[src/logic/spi_quad_pin_defs.svh]
// offsets, field positions and reset values for the shared serial pin mux
`ifndef SPI_QUAD_PIN_DEFS_SVH
`define SPI_QUAD_PIN_DEFS_SVH

// ----------------------------------------------------------------
// pad slots inside the three-pin vectors
// ----------------------------------------------------------------
`define PAD_E6 0
`define PAD_E7 1
`define PAD_C0 2

// ----------------------------------------------------------------
// bit positions in the port and select words
// ----------------------------------------------------------------
`define PE_MISO_BIT 6
`define PE_SS_BIT 7
`define PC_PHASE_BIT 0
`define GPS_PHASE_A_ALT_BIT 0

// ----------------------------------------------------------------
// reset values: all peripheral functions, inputs, pull-ups on
// ----------------------------------------------------------------
`define PULLUP_RST 8'hff
`define PERIPH_RST 8'hff
`define DIR_RST 8'h00
`define DOUT_RST 8'h00
`define GPS_RST 16'h0000

`endif

[src/logic/spi_quad_pin_pkg.sv]
// types shared by the shared serial pin mux modules
`default_nettype none

package spi_quad_pin_pkg;

  // function carried by the shared decoder-phase pin
  typedef enum logic [1:0] {
    C0_GPIO,
    C0_DECODER_TIMER,
    C0_SERIAL_CLOCK
  } c0_func_t;

  // software configuration held by the block
  typedef struct packed {
    logic [7:0]  pe_pull;
    logic [7:0]  pc_pull;
    logic [7:0]  pe_periph;
    logic [7:0]  pc_periph;
    logic [7:0]  pe_dir;
    logic [7:0]  pc_dir;
    logic [7:0]  pe_dout;
    logic [7:0]  pc_dout;
    logic [15:0] gps;
  } pin_cfg_t;

  // state register of the mux top
  typedef struct packed {
    pin_cfg_t   cfg;
    logic [2:0] pad_out;
    logic [2:0] pad_oe;
    logic [2:0] pad_pull;
    logic [2:0] gpio_in;
    logic       ss_active;
    logic       miso_in;
    logic       phase_a;
    logic       timer_in;
    logic       port1_clk_in;
  } pin_state_t;

endpackage

`default_nettype wire

[src/logic/pin_sync.sv]
// two-flop synchroniser for pad inputs
`timescale 1ns/100ps
`default_nettype none

module pin_sync
#(
  parameter int WIDTH = 3 // number of pads
)
(
  input  wire logic             i_clk, // system clock
  input  wire logic             i_rst, // sync reset, high
  input  wire logic [WIDTH-1:0] i_d,   // raw pad levels
  output var  logic [WIDTH-1:0] o_q    // synchronised levels
);

  typedef struct packed {
    logic [WIDTH-1:0] s1;
    logic [WIDTH-1:0] s2;
  } sync_state_t;

  sync_state_t st_reg;
  sync_state_t st_next;

  if (WIDTH < 1)
  begin : g_bad_width
    $error("pin_sync: WIDTH must be at least 1");
  end

  // first stage is read only by the second; pads idle high (pull-ups)
  always_comb
  begin
    st_next.s1 = i_d;
    st_next.s2 = st_reg.s1;
    if (i_rst)
    begin
      st_next = '1;
    end
  end

  // state register
  always_ff @(posedge i_clk)
  begin
    st_reg <= st_next;
  end

  assign o_q = st_reg.s2;

endmodule

`default_nettype wire

[src/logic/half_cycle_launch.sv]
// launches a serial bit on the falling clock edge, half a cycle before sampling
`timescale 1ns/100ps
`default_nettype none

module half_cycle_launch
(
  input  wire logic i_clk,         // system clock
  input  wire logic i_rst,         // sync reset, high
  input  wire logic i_clock_level, // serial clock level, same domain
  input  wire logic i_bit,         // next bit to present
  output var  logic o_bit          // launched bit, from a flop
);

  typedef struct packed {
    logic prev;
    logic data;
  } launch_state_t;

  launch_state_t st_reg;
  launch_state_t st_next;

  // launch on the falling edge so the bit settles before the rising sample edge
  always_comb
  begin
    st_next.prev = i_clock_level;
    st_next.data = st_reg.data;
    if (st_reg.prev && !i_clock_level)
    begin
      st_next.data = i_bit;
    end
    if (i_rst)
    begin
      st_next = '0;
    end
  end

  // state register
  always_ff @(posedge i_clk)
  begin
    st_reg <= st_next;
  end

  assign o_bit = st_reg.data;
endmodule

`default_nettype wire

[src/logic/spi_quad_pin_function_select.sv]
// pin function select and pull-up control for three shared serial pins
//
// Functional notes
// - unselected serial slave floats its slave data output pin.
// - slave bit appears half a serial clock before master samples it.
// - slave select pin marks the current transfer as one to receive.
// - port 1 clock pin drives clock as master, takes clock as slave.
// - shared phase pin carries port 1 clock only with alternate bit set.
// - each pin is a plain input or output when its gpio function is chosen.
// - after reset port E pin six is port 0 slave data out.
// - after reset port E pin seven is port 0 slave select.
// - full variant: port C pin zero defaults to decoder 1 phase A.
// - clearing port E pull-up bit 6 turns off slave data pull-up.
// - clearing port E pull-up bit 7 turns off slave select pull-up.
// - clearing port C pull-up bit 0 turns off phase pin pull-up.
// - master bit appears half a serial clock before slave samples it.
`timescale 1ns/100ps
`default_nettype none
`include "spi_quad_pin_defs.svh"

module spi_quad_pin_function_select
  import spi_quad_pin_pkg::*;
#(
  parameter bit FULL_VARIANT = 1'b1 // 0 = reduced part without decoder 1
)
(
  input  wire logic        i_clk,                       // 10 mhz system clock
  input  wire logic        i_rst,                       // sync reset, high
  input  wire logic [2:0]  i_pad_in,                    // pad levels e6, e7, c0
  output var  logic [2:0]  o_pad_out,                   // pad drive value
  output var  logic [2:0]  o_pad_oe,                    // pad drive enable
  output var  logic [2:0]  o_pad_pullup,                // pad pull-up enable
  input  wire logic        i_cfg_wr,                    // config write pulse
  input  wire logic [7:0]  i_port_e_pullup_enable,      // port e pull-ups
  input  wire logic [7:0]  i_port_c_pullup_enable,      // port c pull-ups
  input  wire logic [7:0]  i_port_e_periph_enable,      // 1 = peripheral function
  input  wire logic [7:0]  i_port_c_periph_enable,      // 1 = peripheral function
  input  wire logic [7:0]  i_port_e_dir,                // 1 = gpio output
  input  wire logic [7:0]  i_port_c_dir,                // 1 = gpio output
  input  wire logic [7:0]  i_port_e_data,               // gpio drive data
  input  wire logic [7:0]  i_port_c_data,               // gpio drive data
  input  wire logic [15:0] i_system_gpio_select_register, // alternate selects
  input  wire logic        i_spi0_master_mode,          // port 0 is master
  input  wire logic        i_spi0_clock_level,          // port 0 serial clock
  input  wire logic        i_spi0_slave_bit,            // next slave out bit
  input  wire logic        i_spi0_master_bit,           // next master out bit
  input  wire logic        i_spi1_master_mode,          // port 1 is master
  input  wire logic        i_spi1_clock_out,            // port 1 clock as master
  input  wire logic        i_timer_b0_out,              // timer b ch 0 drive
  input  wire logic        i_timer_b0_oe,               // timer b ch 0 enable
  output var  logic        o_port0_slave_select,        // transfer addressed here
  output var  logic        o_port0_master_data_in,      // slave data as master
  output var  logic        o_port0_master_data_out,     // master data bit
  output var  logic        o_decoder1_phase_a_in,       // decoder 1 phase a
  output var  logic        o_timer_b_channel_zero,      // timer b ch 0 input
  output var  logic        o_port1_serial_clock,        // port 1 clock as slave
  output var  logic [2:0]  o_gpio_in                    // gpio read levels
);

  pin_state_t st_reg;
  pin_state_t st_next;
  logic [2:0] syn;
  logic       slave_bit;
  logic       ss_now;
  c0_func_t   c0_now;

  // ----------------------------------------------------------------
  // helpers
  // ----------------------------------------------------------------

  // decoding of the shared phase pin, used by logic and checks
  function automatic c0_func_t c0_func(input logic periph, input logic alt);
    c0_func_t f;
    f = C0_GPIO;
    if (periph && alt)
    begin
      f = C0_SERIAL_CLOCK;
    end
    else if (periph)
    begin
      f = C0_DECODER_TIMER;
    end
    return f;
  endfunction

  // pad levels come from outside the clock domain
  pin_sync #(
    .WIDTH (3)
  ) u_sync (
    .i_clk (i_clk),
    .i_rst (i_rst),
    .i_d   (i_pad_in),
    .o_q   (syn)
  );

  // slave data out, launched on falling clock
  half_cycle_launch u_slave_launch (
    .i_clk         (i_clk),
    .i_rst         (i_rst),
    .i_clock_level (i_spi0_clock_level),
    .i_bit         (i_spi0_slave_bit),
    .o_bit         (slave_bit)
  );

  // master data out, same half-cycle lead for the far slave
  half_cycle_launch u_master_launch (
    .i_clk         (i_clk),
    .i_rst         (i_rst),
    .i_clock_level (i_spi0_clock_level),
    .i_bit         (i_spi0_master_bit),
    .o_bit         (o_port0_master_data_out)
  );

  // slave select is active low; only meaningful as a slave
  assign ss_now = st_reg.cfg.pe_periph[`PE_SS_BIT] && !syn[`PAD_E7]
                  && !i_spi0_master_mode;
  assign c0_now = c0_func(st_reg.cfg.pc_periph[`PC_PHASE_BIT],
                          st_reg.cfg.gps[`GPS_PHASE_A_ALT_BIT]);

  // ----------------------------------------------------------------
  // next state
  // ----------------------------------------------------------------
  always_comb
  begin
    st_next = st_reg;
    // config takes effect on pads one cycle after it is stored
    if (i_cfg_wr)
    begin
      st_next.cfg.pe_pull   = i_port_e_pullup_enable;
      st_next.cfg.pc_pull   = i_port_c_pullup_enable;
      st_next.cfg.pe_periph = i_port_e_periph_enable;
      st_next.cfg.pc_periph = i_port_c_periph_enable;
      st_next.cfg.pe_dir    = i_port_e_dir;
      st_next.cfg.pc_dir    = i_port_c_dir;
      st_next.cfg.pe_dout   = i_port_e_data;
      st_next.cfg.pc_dout   = i_port_c_data;
      st_next.cfg.gps       = i_system_gpio_select_register;
    end

    // pull-ups follow their enable bits directly
    st_next.pad_pull[`PAD_E6] = st_reg.cfg.pe_pull[`PE_MISO_BIT];
    st_next.pad_pull[`PAD_E7] = st_reg.cfg.pe_pull[`PE_SS_BIT];
    st_next.pad_pull[`PAD_C0] = st_reg.cfg.pc_pull[`PC_PHASE_BIT];
    st_next.gpio_in   = syn;
    st_next.ss_active = ss_now;
    st_next.miso_in   = 1'b0;

    // port e pin six: slave data out, master data in, or gpio
    if (st_reg.cfg.pe_periph[`PE_MISO_BIT])
    begin
      st_next.pad_out[`PAD_E6] = slave_bit;
      st_next.pad_oe[`PAD_E6]  = ss_now;
      if (i_spi0_master_mode)
      begin
        st_next.miso_in = syn[`PAD_E6];
      end
    end
    else
    begin
      st_next.pad_out[`PAD_E6] = st_reg.cfg.pe_dout[`PE_MISO_BIT];
      st_next.pad_oe[`PAD_E6]  = st_reg.cfg.pe_dir[`PE_MISO_BIT];
    end

    // port e pin seven: slave select is input only
    if (st_reg.cfg.pe_periph[`PE_SS_BIT])
    begin
      st_next.pad_out[`PAD_E7] = 1'b0;
      st_next.pad_oe[`PAD_E7]  = 1'b0;
    end
    else
    begin
      st_next.pad_out[`PAD_E7] = st_reg.cfg.pe_dout[`PE_SS_BIT];
      st_next.pad_oe[`PAD_E7]  = st_reg.cfg.pe_dir[`PE_SS_BIT];
    end

    // port c pin zero: decoder and timer, port 1 clock, or gpio
    st_next.phase_a      = 1'b0;
    st_next.timer_in     = 1'b0;
    st_next.port1_clk_in = 1'b0;
    case (c0_now)
      C0_SERIAL_CLOCK:
      begin
        // only reachable with the alternate select bit set
        st_next.pad_out[`PAD_C0] = i_spi1_clock_out;
        st_next.pad_oe[`PAD_C0]  = i_spi1_master_mode;
        if (!i_spi1_master_mode)
        begin
          st_next.port1_clk_in = syn[`PAD_C0];
        end
      end
      C0_DECODER_TIMER:
      begin
        // reduced part has no decoder 1, so its input stays idle
        st_next.phase_a  = FULL_VARIANT && syn[`PAD_C0];
        st_next.timer_in = syn[`PAD_C0];
        st_next.pad_out[`PAD_C0] = i_timer_b0_out;
        st_next.pad_oe[`PAD_C0]  = i_timer_b0_oe;
      end
      C0_GPIO:
      begin
        st_next.pad_out[`PAD_C0] = st_reg.cfg.pc_dout[`PC_PHASE_BIT];
        st_next.pad_oe[`PAD_C0]  = st_reg.cfg.pc_dir[`PC_PHASE_BIT];
      end
      default:
      begin
        st_next.pad_out[`PAD_C0] = 1'b0;
        st_next.pad_oe[`PAD_C0]  = 1'b0;
      end
    endcase

    // reset: peripheral functions, all inputs, pull-ups on
    if (i_rst)
    begin
      st_next               = '0;
      st_next.cfg.pe_pull   = `PULLUP_RST;
      st_next.cfg.pc_pull   = `PULLUP_RST;
      st_next.cfg.pe_periph = `PERIPH_RST;
      st_next.cfg.pc_periph = `PERIPH_RST;
      st_next.cfg.pe_dir    = `DIR_RST;
      st_next.cfg.pc_dir    = `DIR_RST;
      st_next.cfg.pe_dout   = `DOUT_RST;
      st_next.cfg.pc_dout   = `DOUT_RST;
      st_next.cfg.gps       = `GPS_RST;
      st_next.pad_pull      = 3'h7;
      st_next.gpio_in       = 3'h7;
    end
  end

  // state register
  always_ff @(posedge i_clk)
  begin
    st_reg <= st_next;
  end

  // ----------------------------------------------------------------
  // outputs straight from the state register; master data out comes from u_master_launch
  // ----------------------------------------------------------------
  assign o_pad_out              = st_reg.pad_out;
  assign o_pad_oe               = st_reg.pad_oe;
  assign o_pad_pullup           = st_reg.pad_pull;
  assign o_gpio_in              = st_reg.gpio_in;
  assign o_port0_slave_select   = st_reg.ss_active;
  assign o_port0_master_data_in = st_reg.miso_in;
  assign o_decoder1_phase_a_in  = st_reg.phase_a;
  assign o_timer_b_channel_zero = st_reg.timer_in;
  assign o_port1_serial_clock   = st_reg.port1_clk_in;
endmodule

`default_nettype wire

[config.mk]
export PLATFORM = sky130hd
export DESIGN_NAME = spi_quad_pin_function_select
export DESIGN_NICKNAME = d
export VERILOG_FILES = /design/src/logic/spi_quad_pin_pkg.sv /design/src/logic/pin_sync.sv /design/src/logic/half_cycle_launch.sv /design/src/logic/spi_quad_pin_function_select.sv
export VERILOG_INCLUDE_DIRS = /design/src /design/src/logic
export SDC_FILE = /design/constraint.sdc
export NUM_CORES = 1
export LEC_CHECK = 0
export BUFFER_PORTS_ARGS = -buffer_cell sky130_fd_sc_hd__buf_4
export CORE_ASPECT_RATIO = 1.25
export CORE_UTILIZATION = 41
export CTS_CLUSTER_SIZE = 40
export DETAILED_ROUTE_END_ITERATION = 12
export PLACE_DENSITY = 0.84
export SLEW_MARGIN = 20
export SYNTH_ARGS = -nofsm -noshare
export SYNTH_HDL_FRONTEND = slang
export SYNTH_SLANG_ARGS = --single-unit
[constraint.sdc]
create_clock -name i_clk -period 2.6 [get_ports i_clk]
set_clock_uncertainty 0.1 [all_clocks]
set_input_delay 0.39 -clock i_clk [delete_from_list [all_inputs] [get_ports i_clk]]
set_output_delay 0.39 -clock i_clk [all_outputs]
set_load 0.02 [all_outputs]
==> flow_summary.toml, run 1 <==
[die]
die-width_um = 53.4
die_h_um = 66.3
fp.dieArea_um2 = 3540
core_area_um2 = 3030
floorplan.io_pins = 112
row_count = 22
effective_utilization_at_floorplan_pct = 44.8

[power_and_ir_drop]
power.density_cell_area_nw_per_um2 = 642
total_power_consumption_mw = 1.05
p_leak_nw = 0.737
ir_drop_v = 0.000476

[setup_path]
crit_type = "flop to output port"
cpMaxStageDelayCell = "dfxtp_1"
path_cells = "buf_4"
timing.critical_path.max_delay_family = "flip-flops"
reg2reg_slack_ns = 1.59
worst_setup_end_kind = "output port"
regToRegStartpoint = "u_slave_launch.st_reg[1]$_SDFF_PP0_"
timing.reg2reg.worst_path_depth = 3
timing.critical_path.from = "u_master_launch.o_bit$_SDFFE_PP0P_"
arrival_ns = 0.82
reg2reg_to = "u_slave_launch.o_bit$_SDFFE_PP0P_"
critical_path_buf_inv_count = 1
cp-start-kind = "flop"
timing.critical_path.required_ns = 2.11
timing.critical_path.slowest_cell_delay_ns = 0.35
critical_path.max_fanout = 2

[clock_network]
clkSinkCount = 38
cts.repair.resized = 0
clk-insertion-delay-late_ns = 0.33
cts_tree = "done"
cts_max_path_buffers = 2
h-tree-depth = 2
post-cts-setup-buffer-count = 0
cts_made_buffers = 5
clockRootBuffer = "clkbuf_4"
clkSlewWorstSetupHoldPaths_ns = 0.11
holdBufCountCts = 0

[min_path]
worst_hold_path_type = "input pin to flop"
worstHoldPathCells = 2
hp-start = "i_spi1_master_mode"
min_to = "o_port1_serial_clock$_SDFF_PP0_"

[sta]
layout_worst_path_cycle_share_pct = 50.4
clock.fmax_ghz = 0.762
drv_slew = 0
final.setup.worst_slack_ns = 1.29
setup_viol_count_final = 0
final_period_minus_worst_setup_slack_ns = 1.31
hold_viol = 0
max_slew.worst_pin.slew_ns = 0.315
slew_headroom_pct = 79.0
fin_hold_ws_ns = 0.121
grt_setup_unrepaired = "no"
tns_ns = 0

[finish]
combined_area_of_the_multi_input_logic_cells_um2 = 435
synthToLayoutAreaGrowth_pct = 20.4
design.final.nets = 245
final_layout_size_suffix_gt1_share_pct = 41.4
antenna-diode-count = 0
number_of_flip_flops_in_the_largest_register = 13
fillerInstances = 271
register_area_um2 = 761

[drt]
post_drt_via_cell_ratio = 4.72
met1_length_um = 874
drtAntennaViolNets = 0
drt-pass1-iter-count = 4
met2_length_um = 994
routed-via-count = 888
met3_wirelength_um = 227
detailedRoute.firstIterationViolations = 8
residual_drc_count = 0
highest-signal-layer = "met4"
routed_wl_um = 2140
drt-wirelength-per-cell_um = 11.4

[synthesis]
ys_seq_elements = 38
syn-cell-area_um2 = 1360
synth_nets = 213
synthCells = 119
synth.distinct_cells = 15
synth-seq-area-share_pct = 56.1
average_footprint_of_a_synthesized_cell_um2 = 11.4
warnings_synthesis = 0

[placed_design]
io_port_bufs = 44
dp.final_hpwl_um = 1500
post-place-ws_ns = 1.40
final_weighted_congestion_in_routability_driven_placement = 0.603

[global_route]
first_pass_grt_wire_length_um = 3420
grt_overflow_total = 0
grt_max_degree = 37
grt_antenna_before_repair = 0
gr-usage-all-layers_pct = 13.9
first_global_vias = 849

[outcome]
run_status = "finished, final reports clean"

[job]
maxCapViolations = 0
==> cell usage after synthesis <==
library cell	n	area, um2
a211o_1	6	52.6
a211oi_1	2	15.0
and4b_1	1	10.0
buf_2	1	5.00
buf_4	13	97.6
buf_6	5	56.3
dfxtp_1	38	761
mux2i_1	13	130
nand3b_1	1	7.51
nor2_1	14	52.6
nor2b_1	8	50.1
nor3b_1	4	30.0
nor3b_2	1	12.5
or2_1	1	6.26
or2_2	11	68.8
==> stage by stage <==
| step | instance area [um2] | utilization [%] | cells |
|---|---|---|---|
| floorplan | 1360 | - | 119 |
| global placement | 1570 | 51.9 | 180 |
| detailed placement | 1570 | 51.9 | 180 |
| CTS | 1630 | 53.9 | 188 |
| global route | 1630 | 53.9 | 188 |
| finish | 1630 | 53.9 | 188 |
==> kinds of logic after synthesis <==
| group | Yosys count | synth area share, % |
|---|---|---|
| simple gates | 41 | 17.5 |
| flops | 38 | 56.1 |
| compound gates | 8 | 4.99 |
| buf+inv | 19 | 11.7 |
| mux | 13 | 9.60 |
==> worst max path at each step <==
stage	slack, ns	endpoint	cells after the start
finish	1.29	o_port0_master_data_out	1
floorplan	1.48	o_gpio_in[2]$_SDFF_PP1_	3
global placement	1.41	o_port0_slave_select$_SDFF_PP0_	3
global route	1.22	o_port0_master_data_out	1
detailed placement	1.40	u_slave_launch.o_bit$_SDFFE_PP0P_	4
CTS	1.27	o_port0_master_data_out	1
==> final cells by class <==
| type | instances | area share [%] |
|---|---|---|
| well taps | 36 | 2.76 |
| clock inverters | 1 | 0.307 |
| repair buffers | 44 | 20.2 |
| clock buffers | 7 | 3.37 |
| flip-flops and latches | 38 | 46.6 |
| multi-input cells | 62 | 26.7 |
==> routing by layer <==
metal / vias up / track usage, %
li1: 443 / -
met1: 394 / 13.5
met2: 46 / 23.1
met3: 5 / 7.36
met4: 0 / 6.91
met5: - / 0
==> cells in the final DEF (no fill, tap or decap) <==
cell / instances
a211o_1: 6
a211oi_1: 2
and4b_1: 1
buf_4: 44
clkbuf_1: 1
clkbuf_4: 5
clkbuf_8: 1
clkinv_2: 1
dfxtp_1: 38
mux2i_1: 13
nand3b_1: 1
nor2_1: 14
nor2b_1: 8
nor3b_1: 4
nor3b_2: 1
or2_1: 1
or2_2: 11
==> power by group <==
group	leakage (nW)	total, mW	switching (mW)	internal [mW]
sequential	0.313	0.626	0.0146	0.611
clock	0.0353	0.303	0.172	0.131
combinational	0.388	0.118	0.0514	0.0669
(Power assumes the default switching activity.)
==> inputs of run 2 (changes only) <==
ABC_AREA = 1   (was not set)
CORE_UTILIZATION = 34   (was 41)
PLACE_DENSITY = 0.75   (was 0.84)
clock period = 1.1 ns   (was 2.6 ns; I/O delays follow)
==> flow_summary.toml, run 2 <==
[outcome]
run_status = "complete, but fails checks"
violations = "DRC"

[clock_network]
cts_tree = "done"
clk-insertion-delay-late_ns = 0.28
clockRootBuffer = "clkbuf_8"
post-cts-setup-buffer-count = 0
cts_max_path_buffers = 2
clkSinkCount = 38
h-tree-depth = 2
cts_made_buffers = 5
clkSlewWorstSetupHoldPaths_ns = 0.07

[min_path]
hp-start = "i_port_e_pullup_enable[6]"
worst_hold_path_type = "input pin to flop"
worstHoldPathCells = 3
min_to = "st_reg[95]$_SDFFE_PP1P_"

[synthesis]
post_synth_main_area_contributors = "dfxtp_1, buf_4, nand3_1"
synthMostInstantiatedCell = "dfxtp_1"
synthTopCellsByCount = "dfxtp_1, nor2_1, nand2_1, buf_4, nand3_1"
average_footprint_of_a_synthesized_cell_um2 = 8.90
warnings_synthesis = 0
synth_async_sr_flop_share_pct = 0
synth_nets = 242
ys_seq_elements = 38
number_of_flops_mapped_to_enable_cells_by_yosys = 0
synth_flop_cell = "dfxtp_1"
synth_top_cell_by_area = "dfxtp_1"
synth-seq-area-share_pct = 57.7
syn-cell-area_um2 = 1320
synth.distinct_cells = 16
synth_top_area_share_pct = 57.7
synthCells = 148

[drt]
residual_drc_count = 5
post_drt_via_cell_ratio = 4.46
routed_wl_um = 2410
routed-via-count = 1056
drt-wirelength-per-cell_um = 10.2
drt-pass1-iter-count = 8
detailedRoute.firstIterationViolations = 34
drtAntennaViolNets = 0

[sta]
slew_headroom_pct = 83.3
hold_viol = 0
grt_setup_unrepaired = "no"
clock.fmax_ghz = 0.962
drv_slew = 0
tns_ns = 0
layout_worst_path_cycle_share_pct = 94.5
setup_viol_count_final = 0
final_period_minus_worst_setup_slack_ns = 1.04
max_slew.worst_pin.slew_ns = 0.251

[global_route]
first_global_vias = 958
first_pass_grt_wire_length_um = 3860
gr-usage-all-layers_pct = 13.1
grt_overflow_total = 0
grt_antenna_before_repair = 0
grt_max_degree = 15

[job]
maxCapViolations = 0

[setup_path]
arrival_ns = 1.12
cp-start-kind = "input pin"
crit_type = "input pin to flop"
reg2reg_to = "o_pad_out[2]$_SDFF_PP0_"
critical_path.max_fanout = 3
reg2reg_slack_ns = 0.12
worst_setup_end_kind = "flop"
timing.critical_path.required_ns = 1.18
timing.reg2reg.worst_path_depth = 5
regToRegStartpoint = "st_reg[65]$_SDFFE_PP1P_"

[finish]
design.final.nets = 291
antenna-diode-count = 0
finalCoreUtilization_pct = 51.1
synthToLayoutAreaGrowth_pct = 39.7
number_of_flip_flops_in_the_largest_register = 13
layout.cells.most_common_list = "buf_4, dfxtp_1, nor2_1"
mostFrequentLayoutCell = "buf_4"
final_layout_size_suffix_gt1_share_pct = 33.3

[die]
die_h_um = 71.6
effective_utilization_at_floorplan_pct = 36.6
floorplan.io_pins = 112
row_count = 24
die-width_um = 57.7
core_area_um2 = 3600
fp.dieArea_um2 = 4130

[power_and_ir_drop]
p_leak_nw = 0.866
power.density_cell_area_nw_per_um2 = 1510
total_power_consumption_mw = 2.78
ir_drop_v = 0.000691

[placed_design]
dp.final_hpwl_um = 1700
io_port_bufs = 44
final_weighted_congestion_in_routability_driven_placement = 0.806
-- run 2: cell types whose count changed in the layout (fill, tap and decap cells not counted), sizes merged, moves of 6 or more --
cell         delta
nand2          +17
a211o           -6
mux2i          -13
nand3          +13
o21ai          +13
inv            +12
nor2b           -8
dlygate4sd3    +13
-- run 2: final cells by class --
| type | count | area (um2) |
|---|---|---|
| Clock buffer | 7 | 86.3 |
| Sequential cell | 38 | 761 |
| Clock inverter | 1 | 5.00 |
| Multi-Input combinational cell | 80 | 387 |
| Tap cell | 39 | 48.8 |
| Timing Repair Buffer | 60 | 508 |
| Inverter | 12 | 45.0 |
| Fill cell | 343 | 1760 |
-- run 2: worst max-delay path: stages --
cell           delay [ns]
dlygate4sd3_1        0.53
buf_4                0.13
inv_1                0.07
nand2_2              0.07
o21ai_1              0.11
nor2_1               0.05
-- run 2: cell families (layout without fill, tap and decap cells) --
family | after synthesis | count (layout) | share of synthesized area, %
and+or+nand+nor | 62 | 62 | 22.3
DFF | 38 | 38 | 57.7
buffers and inverters | 30 | 80 | 13.1
AOI/OAI and AO/OA | 18 | 18 | 6.84
-- run 2: worst max-delay path by stage --
stage	from	to	slack, ns	cells after the start
6_report	i_spi0_clock_level	u_master_launch.o_bit$_SDFFE_PP0P_	0.06	6
5_1_grt	i_spi0_clock_level	u_slave_launch.o_bit$_SDFFE_PP0P_	0.01	6
4_1_cts	i_spi0_clock_level	u_slave_launch.o_bit$_SDFFE_PP0P_	0.03	6
3_5_place_dp	st_reg[65]$_SDFFE_PP1P_	o_pad_out[2]$_SDFF_PP0_	0.15	5
3_3_place_gp	st_reg[65]$_SDFFE_PP1P_	o_pad_oe[2]$_SDFF_PP0_	0.16	5
2_1_floorplan	st_reg[65]$_SDFFE_PP1P_	o_pad_oe[2]$_SDFF_PP0_	0.23	5
-- run 2: timing repair --
item | in CTS | in global routing
hold buffers | 13 | 0
resized for setup | 0 | 4
endpoints found under the hold margin | 13 | 0
setup endpoints to repair | 0 | 2
-- run 2: per-layer routing --
metal | global-route usage, % | wire length [um] | up-vias
met1 | 13.4 | 1020 | 459
met5 | 0 | 0 | -
met4 | 7.14 | 59 | 0
met3 | 5.60 | 157 | 5
li1 | - | - | 553
met2 | 22.5 | 1180 | 39
-- run 2: metrics by stage --
step / area [um2] / worst slack, ns / hold WS, ns / cells
after detailed placement: 1620 / 0.148 / 0.241 / 216
after global routing: 1840 / 0.00997 / 0.0144 / 237
after global placement: 1620 / 0.161 / 0.242 / 216
after CTS: 1840 / 0.0342 / 0.00214 / 237
after floorplan: 1320 / 0.227 / 0.135 / 148
final: 1840 / 0.0603 / 0.00227 / 237
-- run 2: power by group --
part	total (mW)	internal, mW	switching (mW)
Clock	0.939	0.504	0.435
Combinational	0.359	0.194	0.165
Sequential	1.49	1.45	0.0334
